**src/core/irc_pkg.sv**
```systemverilog
package irc_pkg;

  localparam int CLK_MHZ = 50;
  // Setup and hold around the latching edge of shutdown, in ns.
  localparam int SETUP_NS = 200;
  localparam int HOLD_NS = 200;
  localparam int SETUP_CYC = (SETUP_NS * CLK_MHZ + 999) / 1000;
  localparam int HOLD_CYC = (HOLD_NS * CLK_MHZ + 999) / 1000;
  // Shutdown high time: longer than 4 us avoids the spurious receive pulse.
  localparam int SD_LONG_US = 5;
  localparam int SD_LONG_CYC = SD_LONG_US * CLK_MHZ;
  // Receiver start-up after the sequence, in us.
  localparam int STARTUP_US = 250;
  localparam int STARTUP_CYC = STARTUP_US * CLK_MHZ;
  // Spurious receive pulse bound, in us.
  localparam int GLITCH_US = 2;
  localparam int GLITCH_CYC = GLITCH_US * CLK_MHZ;
  // Emitter pulse limit, in us.
  localparam int PULSE_LIM_US = 150;
  localparam int PULSE_LIM_CYC = PULSE_LIM_US * CLK_MHZ;
  // Symbol length in cycles after reset.
  localparam logic [15:0] BIT_LEN_RST = 16'h0032;

  // Register offsets, byte addresses.
  localparam logic [3:0] REG_CTRL = 4'h0;
  localparam logic [3:0] REG_STATUS = 4'h4;
  localparam logic [3:0] REG_TXDATA = 4'h8;
  localparam logic [3:0] REG_RXDATA = 4'hc;
  // Control fields.
  localparam int CTRL_GO = 0;
  localparam int CTRL_HIGH = 1;
  localparam int CTRL_SHUT = 2;
  // Status fields.
  localparam int ST_BUSY = 0;
  localparam int ST_HIGH = 1;
  localparam int ST_READY = 2;
  localparam int ST_TXFULL = 3;
  localparam int ST_RXLOW = 4;
  localparam int ST_RXEDGE = 5;

  typedef enum logic [2:0] {
    IRC_IDLE = 3'b000,
    IRC_SDHI = 3'b001,
    IRC_SETUP = 3'b011,
    IRC_HOLD = 3'b010,
    IRC_WARM = 3'b110,
    IRC_SHUT = 3'b111
  } irc_state_t;

  typedef struct packed {
    logic shutdown_in;
    logic txd;
  } irc_pins_t;

endpackage : irc_pkg

```
**src/core/irc_ctrl.sv**
```systemverilog
// Local design decisions: the Wishbone interface to the registers and the register addresses.
`timescale 1ns/1ps
module irc_ctrl
  import irc_pkg::*;
#(
  parameter int STARTUP_CYCLES = STARTUP_CYC,
  parameter int SD_CYCLES = SD_LONG_CYC,
  parameter int LIMIT_CYCLES = PULSE_LIM_CYC
)(
  input wire logic clk_sys,
  input wire logic rst,
  input wire logic wb_cyc_i,
  input wire logic wb_stb_i,
  input wire logic wb_we_i,
  input wire logic [3:0] wb_adr_i,
  input wire logic [3:0] wb_sel_i,
  input wire logic [31:0] wb_dat_i,
  output logic [31:0] wb_dat_o,
  output logic wb_ack_o,
  output logic shutdown_in,
  output logic txd,
  input wire logic rxd
);

  irc_state_t state;
  logic [17:0] cnt;
  logic mode_high;
  logic ready;
  logic pend_high;
  logic rx_prev;
  logic rx_edge;
  logic shut_req;
  // Two-entry transmit buffer of 1-bit symbols; each symbol is a bit time.
  logic [1:0] buf_q;
  logic [1:0] buf_cnt;
  logic [15:0] bit_len;
  logic [15:0] bit_cnt;
  logic tx_bit;
  logic tx_active;
  logic [17:0] high_cnt;
  logic wr, rd;
  logic buf_in_ready, buf_out_valid, buf_pop;
  logic push;
  // Last count before the cut, so txd never stands high past the limit.
  localparam logic [17:0] LIM_LAST = 18'(LIMIT_CYCLES - 1);

  assign wr = wb_cyc_i & wb_stb_i & wb_we_i & ~wb_ack_o;
  assign rd = wb_cyc_i & wb_stb_i & ~wb_we_i & ~wb_ack_o;
  assign buf_in_ready = buf_cnt != 2'h2;
  assign buf_out_valid = buf_cnt != 2'h0;
  assign push = wr && wb_adr_i == REG_TXDATA && wb_sel_i[2] && buf_in_ready;
  // Data is only sent in the idle state so no symbol disturbs the latch.
  assign buf_pop = buf_out_valid & (state == IRC_IDLE) & ready & ~tx_active;

  always_ff @(posedge clk_sys)
  begin
    if (rst)
      wb_ack_o <= 1'b0;
    else
      wb_ack_o <= wb_cyc_i & wb_stb_i & ~wb_ack_o;
  end

  always_ff @(posedge clk_sys)
  begin
    if (rst)
      wb_dat_o <= 32'h0;
    else if (rd)
    begin
      unique case (wb_adr_i)
        REG_STATUS: wb_dat_o <= {26'h0, rx_edge, ~rxd, ~buf_in_ready, ready, mode_high,
                                 state != IRC_IDLE};
        REG_TXDATA: wb_dat_o <= {16'h0, bit_len};
        default: wb_dat_o <= 32'h0;
      endcase
    end
  end

  // Receive edge flag; a new edge in the clearing cycle wins.
  always_ff @(posedge clk_sys)
  begin
    if (rst)
    begin
      rx_prev <= 1'b1;
      rx_edge <= 1'b0;
    end
    else
    begin
      rx_prev <= rxd;
      if (rx_prev & ~rxd & ready & ~tx_active)
        rx_edge <= 1'b1;
      else if (rd && wb_adr_i == REG_RXDATA)
        rx_edge <= 1'b0;
    end
  end

  always_ff @(posedge clk_sys)
  begin
    if (rst)
    begin
      pend_high <= 1'b0;
      shut_req <= 1'b0;
      bit_len <= BIT_LEN_RST;
    end
    else if (wr && wb_adr_i == REG_CTRL && wb_sel_i[0])
    begin
      pend_high <= wb_dat_i[CTRL_HIGH];
      shut_req <= wb_dat_i[CTRL_SHUT];
    end
    else if (wr && wb_adr_i == REG_TXDATA && wb_sel_i[1:0] == 2'b11)
      bit_len <= wb_dat_i[15:0];
  end

  always_ff @(posedge clk_sys)
  begin
    if (rst)
    begin
      buf_q <= 2'b00;
      buf_cnt <= 2'd0;
    end
    else
    begin
      // Push at offset 0x8 bit 16 while not full; pop from entry 0.
      if (push && buf_pop)
        buf_q <= {1'b0, (buf_cnt == 2'h1) ? wb_dat_i[16] : buf_q[1]} | {wb_dat_i[16], 1'b0};
      else if (push)
        buf_q[buf_cnt[0]] <= wb_dat_i[16];
      else if (buf_pop)
        buf_q <= {1'b0, buf_q[1]};
      buf_cnt <= buf_cnt + 2'(push) - 2'(buf_pop);
    end
  end

  // Emitting a symbol; a high symbol drives txd high for bit_len cycles.
  always_ff @(posedge clk_sys)
  begin
    if (rst)
    begin
      tx_active <= 1'b0;
      tx_bit <= 1'b0;
      bit_cnt <= 16'h0;
    end
    else if (buf_pop)
    begin
      tx_active <= 1'b1;
      tx_bit <= buf_q[0];
      bit_cnt <= bit_len;
    end
    else if (tx_active)
    begin
      if (bit_cnt <= 16'h1)
        tx_active <= 1'b0;
      bit_cnt <= bit_cnt - 16'h1;
    end
  end

  // The host also cuts txd at the device limit so the emitter never stalls on.
  // The count holds through the rest of a cut symbol, so txd does not rise again.
  always_ff @(posedge clk_sys)
  begin
    if (rst || buf_pop || (!txd && !tx_active))
      high_cnt <= 18'h0;
    else if (txd && high_cnt != LIM_LAST)
      high_cnt <= high_cnt + 18'h1;
  end

  always_ff @(posedge clk_sys)
  begin
    if (rst)
    begin
      state <= IRC_IDLE;
      cnt <= 18'h0;
      mode_high <= 1'b0;
      ready <= 1'b0;
      shutdown_in <= 1'b0;
      txd <= 1'b0;
    end
    else
    begin
      cnt <= cnt + 18'h1;
      unique case (state)
        IRC_IDLE:
        begin
          txd <= tx_active & tx_bit & (high_cnt != LIM_LAST);
          if (!ready && cnt >= 18'(STARTUP_CYCLES))
            ready <= 1'b1;
          if (wr && wb_adr_i == REG_CTRL && wb_sel_i[0] && !tx_active)
          begin
            if (wb_dat_i[CTRL_GO] || wb_dat_i[CTRL_SHUT])
            begin
              shutdown_in <= 1'b1;
              txd <= 1'b0;
              ready <= 1'b0;
              cnt <= 18'h0;
              state <= wb_dat_i[CTRL_SHUT] ? IRC_SHUT : IRC_SDHI;
            end
          end
        end
        IRC_SHUT:
          if (!shut_req)
          begin
            txd <= mode_high;
            cnt <= 18'h0;
            state <= IRC_SETUP;
          end
        IRC_SDHI:
        begin
          txd <= pend_high;
          cnt <= 18'h0;
          state <= IRC_SETUP;
        end
        IRC_SETUP:
          // Long shutdown so no receive glitch follows.
          if (cnt >= 18'(SD_CYCLES) && cnt >= 18'(SETUP_CYC))
          begin
            shutdown_in <= 1'b0;
            mode_high <= txd;
            cnt <= 18'h0;
            state <= IRC_HOLD;
          end
        IRC_HOLD:
          if (cnt >= 18'(HOLD_CYC))
          begin
            txd <= 1'b0;
            cnt <= 18'h0;
            state <= IRC_WARM;
          end
        IRC_WARM:
        begin
          cnt <= 18'h0;
          state <= IRC_IDLE;
        end
        default:
          state <= IRC_IDLE;
      endcase
    end
  end

endmodule : irc_ctrl

```
**config.mk**
```make
export PLATFORM = sky130hd
export DESIGN_NAME = irc_ctrl
export DESIGN_NICKNAME = d
export VERILOG_FILES = /design/src/core/irc_pkg.sv /design/src/core/irc_ctrl.sv
export SDC_FILE = /design/constraint.sdc
export NUM_CORES = 1
export LEC_CHECK = 0
export ABC_CLOCK_PERIOD_IN_PS = 4260
export BUFFER_PORTS_ARGS = -buffer_cell sky130_fd_sc_hd__buf_2
export CORE_ASPECT_RATIO = 1.25
export CORE_MARGIN = 10
export CORE_UTILIZATION = 60
export DETAILED_ROUTE_END_ITERATION = 10
export PLACE_DENSITY = 0.9
export SETUP_SLACK_MARGIN = 0.05
export SLEW_MARGIN = 20
export SYNTH_ARGS = -nofsm -noshare
export SYNTH_HDL_FRONTEND = slang
export SYNTH_SLANG_ARGS = --single-unit
```
**constraint.sdc**
```tcl
create_clock -name clk_sys -period 4.26 [get_ports clk_sys]
set_clock_uncertainty 0.15 [all_clocks]
set_input_delay 0.639 -clock clk_sys [delete_from_list [all_inputs] [get_ports clk_sys]]
set_output_delay 0.639 -clock clk_sys [all_outputs]
set_load 0.03 [all_outputs]
```
==> run summary <==
==================================================================================================
Drc violations ......................................................................            0
Post-Syn Area per Cell ..............................................................   8.529 um^2
WL per Instance .....................................................................     16.37 um
Maximum level of the CTS H-tree .....................................................            3
Die area ............................................................................  12,250 um^2
Endpoint class of the critical path .................................................         flop
Number of enable-type register cells in the synthesized netlist .....................            0
Psw .................................................................................  0.0005095 W
Fraction of synthesized area in multiplexers ........................................       1.017%
Flops & latches, synth ..............................................................          102
Ports ...............................................................................           81
Setup ws final ......................................................................     1.142 ns
Pin count of the biggest net entering global routing ................................           65
First-pass GRT wire length ..........................................................    19,150 um
TritonCTS clock tree ................................................................          yes
Post-synthesis cell area ............................................................    4921 um^2
Synthesized-area fraction occupied by ao, oa, aoi and oai cells .....................       16.37%
Clock period minus worst slack ......................................................     3.118 ns
Reported leakage power ..............................................................     2.031 nW
Fraction of power consumed by sequential logic ......................................        57.2%
Source of the critical timing path .................................................. state[2]$_SDFFE_PP0P_
Number of DRC markers in iteration 0 ................................................          396
DIE WIDTH ...........................................................................       101 um
Hold crit path type ................................................................. input pin to flop
Largest fanout on the critical path .................................................           14
Origin of the critical flop-to-flop path ............................................ state[2]$_SDFFE_PP0P_
Hold Crit Start .....................................................................  wb_dat_i[4]
Placed wire-length estimate .........................................................      8377 um
Final Slew Violations ...............................................................            0
Total negative setup slack ..........................................................         0 ns
Power per cell area ................................................................. 337.7 nW/um^2
Worst endpoint data arrival time ....................................................      3.30 ns
Initial antenna violation count .....................................................            0
Initial cell density of the core ....................................................       62.43%
Die height ..........................................................................     121.3 um
Number of buffers inserted by post-CTS setup repair .................................            0
Grt total ovfl ......................................................................            0
Met3 routing resource usage after global routing ....................................       5.128%
Worst relative slew slack ...........................................................       43.06%
Post-route clock period utilization .................................................       73.18%
Peak supply drop ....................................................................    0.2604 mV
Count of TritonRoute iterations in the first routing pass ...........................            7
Total count of hold-check failures in the final report ..............................            0
Latest clock arrival within the worst-skew pair .....................................      0.39 ns
Number of warnings reported in the yosys synthesis log ..............................            0
Kind of critical path ............................................................... flop to flop
Simple-gate share of the synthesized area ...........................................       25.93%
Antenna cells .......................................................................            0
Run status .......................................................................... finished clean
Met2 demand-to-capacity share in global routing .....................................       32.84%
Main combinational cell family by area after synthesis .............................. simple AND/OR/NAND/NOR gates
Post-Route WL .......................................................................    11,660 um
Sink count of the clock tree ........................................................          102
Most common cell after layout, fill and taps aside .................................. sky130_fd_sc_hd__dfxtp_1
Count of nets after finishing .......................................................          667
Post-detailed-route count of antenna-violating nets .................................            0
Layout-stage area growth over the synthesis result ..................................       6.763%
Startpoint type of the worst setup path .............................................         flop
Clock transition time at the flip-flop clock pins of the worst setup and hold paths .      0.09 ns
WP data required ....................................................................      4.44 ns
Root buf cell ....................................................................... sky130_fd_sc_hd__clkbuf_8
Primary FF master, synth ............................................................ sky130_fd_sc_hd__dfxtp_1
Area of the core ....................................................................    7883 um^2
Post-CTS Resized ....................................................................            0
Met1 track demand over resource .....................................................       20.71%
Via total after detailed routing ....................................................        4,341
Worst setup slack before clock tree synthesis .......................................     1.277 ns
Share of post-route cells with drive strength above 1 ...............................       13.13%
GRT Resource Usage Total ............................................................       18.87%
Post-Syn Instances ..................................................................          577
Number of vias per cell .............................................................        6.097
Count of maximum capacitance violations .............................................            0
Global-route layer with the greatest usage ..........................................         met2
Combinational fraction of design power ..............................................        11.1%
Most used cells in the layout excluding fill and tap cells .......................... sky130_fd_sc_hd__dfxtp_1 (102), sky130_fd_sc_hd__nor2_1 (81), sky130_fd_sc_hd__nand2_1 (58)
Number of global-route vias before repair ...........................................        4,171
Tightest Pin Transition .............................................................    0.8542 ns
Routability cong. ...................................................................       0.8871
Cell row count ......................................................................           36
Maximum frequency from static timing analysis .......................................    320.8 MHz
Share of flip-flops with an asynchronous set or reset ...............................           0%
Final number of setup-violating endpoints ...........................................            0
Hold_buf cts ........................................................................            0
Proportion of power drawn by the clock network ......................................        31.8%
Power Internal ......................................................................   0.001265 W
Post-synthesis cell type count ......................................................           67
Buffer depth of the longest clock path ..............................................            2
Sequential-to-total area share from yosys stat ......................................       41.50%
I/O Buffers .........................................................................           48
Unrepaired setup endpoints after global routing .....................................           no
Proportion of total power due to net switching ......................................       28.72%
Synthesized-area fraction occupied by xor and xnor cells ............................       6.051%
Adder and majority gate portion of the synthesized area .............................       2.288%
TritonCTS Buffers ...................................................................            9
==================================================================================================
[logic make-up after synthesis]
family,Yosys count
other cells,1
buf+inv,56
simple gates,250
mux,5
xor+xnor,34
fa+ha+maj,9
compound gates,120
flops,102
[state kept, by name (all words and copies together) (netlist names), 2 cells and up]
name and cells:
cnt 18, buf_q 2, wb_dat_o 16, state 3
bit_cnt 16, high_cnt 18, buf_cnt 2, bit_len 16
[power by group through the flow]
stage	sequential [W]	combinational (W)	clock (W)
2_1_floorplan	0.00101	0.000205	0
3_3_place_gp	0.00103	0.000190	0
3_5_place_dp	0.00104	0.000196	0
4_1_cts	0.00101	0.000197	0.000564
5_1_grt	0.00102	0.000222	0.000609
6_report	0.00101	0.000196	0.000564
[worst max-delay path, stage by stage, from the launching register on]
cell and delay, ns:
sky130_fd_sc_hd__dfxtp_1 0.71, sky130_fd_sc_hd__nor3_4 0.16, sky130_fd_sc_hd__nand2_1 0.18, sky130_fd_sc_hd__or2_1 0.28, sky130_fd_sc_hd__inv_2 0.18, sky130_fd_sc_hd__ha_1 0.31
sky130_fd_sc_hd__nor4b_2 0.38, sky130_fd_sc_hd__mux2i_1 0.13, sky130_fd_sc_hd__o311ai_0 0.38, sky130_fd_sc_hd__o211a_1 0.20
[Yosys cell counts (2+ instances only)]
cell,number,area (um^2)
sky130_fd_sc_hd__a211oi_1,6,45.04
sky130_fd_sc_hd__buf_4,16,120.1
sky130_fd_sc_hd__nand3b_1,4,30.03
sky130_fd_sc_hd__buf_2,4,20.02
sky130_fd_sc_hd__o31ai_1,3,22.52
sky130_fd_sc_hd__xor2_1,20,175.2
sky130_fd_sc_hd__xnor2_1,14,122.6
sky130_fd_sc_hd__o21a_1,2,15.01
sky130_fd_sc_hd__and3_1,15,93.84
sky130_fd_sc_hd__ha_1,9,112.6
sky130_fd_sc_hd__nor4b_1,4,35.03
sky130_fd_sc_hd__nand4_1,10,62.56
sky130_fd_sc_hd__and3b_1,2,17.52
sky130_fd_sc_hd__or4_1,2,15.01
sky130_fd_sc_hd__inv_1,12,45.04
sky130_fd_sc_hd__a21o_1,3,22.52
sky130_fd_sc_hd__nor4_1,6,37.54
sky130_fd_sc_hd__clkbuf_8,5,68.82
sky130_fd_sc_hd__dfxtp_1,102,2042
sky130_fd_sc_hd__and2_1,2,12.51
sky130_fd_sc_hd__a21oi_1,34,170.2
sky130_fd_sc_hd__o21ai_0,20,100.1
sky130_fd_sc_hd__mux2i_1,5,50.05
sky130_fd_sc_hd__a222oi_1,6,60.06
sky130_fd_sc_hd__nor3_1,11,55.05
sky130_fd_sc_hd__a31oi_1,11,68.82
sky130_fd_sc_hd__clkbuf_1,16,60.06
sky130_fd_sc_hd__nor2b_1,7,43.79
sky130_fd_sc_hd__nor3b_1,5,37.54
sky130_fd_sc_hd__nand2_1,58,217.7
sky130_fd_sc_hd__a22oi_1,11,82.58
sky130_fd_sc_hd__or3_1,3,18.77
sky130_fd_sc_hd__a32oi_1,3,26.28
sky130_fd_sc_hd__nand2b_1,5,31.28
sky130_fd_sc_hd__a311oi_1,5,43.79
sky130_fd_sc_hd__nor2_1,81,304.0
sky130_fd_sc_hd__and4_1,2,17.52
sky130_fd_sc_hd__o211ai_1,2,15.01
sky130_fd_sc_hd__nor4_4,2,42.54
sky130_fd_sc_hd__nand3_1,20,100.1
sky130_fd_sc_hd__o311ai_0,3,26.28
[final cells by class]
cell class	instances	area, um^2
multi-input cells	434	2603
clock inverters	6	37.54
well taps	95	118.9
flip-flops and latches	102	2042
fillers	638	2629
repair buffers	51	262.8
inverters	14	52.55
clock buffers	10	137.6
[routing by layer]
metal	up-vias	wire [um]
met3	28	858
met4	0	281
met1	2056	4441
met2	163	6077
met5	-	0
li1	2094	-
[through the flow]
stage,hold slack [ns],util (%),area (um^2),total power [W],std cells
final,0.3132,66.65,5254,0.001774,712
after global routing,0.3239,66.65,5254,0.001849,712
after CTS,0.3143,66.65,5254,0.001774,712
after detailed placement,0.3005,64.43,5079,0.001231,696
after global placement,0.2998,64.43,5079,0.001222,696
after floorplan,0.2792,-,4977,0.001218,592
[worst paths after layout]
check | endpoint | slack [ns] | cells past startpoint
max | buf_q[0]$_SDFFE_PP0P_ | 1.14 | 9
min | bit_len[4]$_SDFFE_PP1P_ | 0.31 | 3
max reg2reg | buf_q[0]$_SDFFE_PP0P_ | 1.14 | 9
min reg2reg | bit_cnt[13]$_SDFFE_PP0P_ | 0.32 | 2
Power figures use the tool's default switching activity.
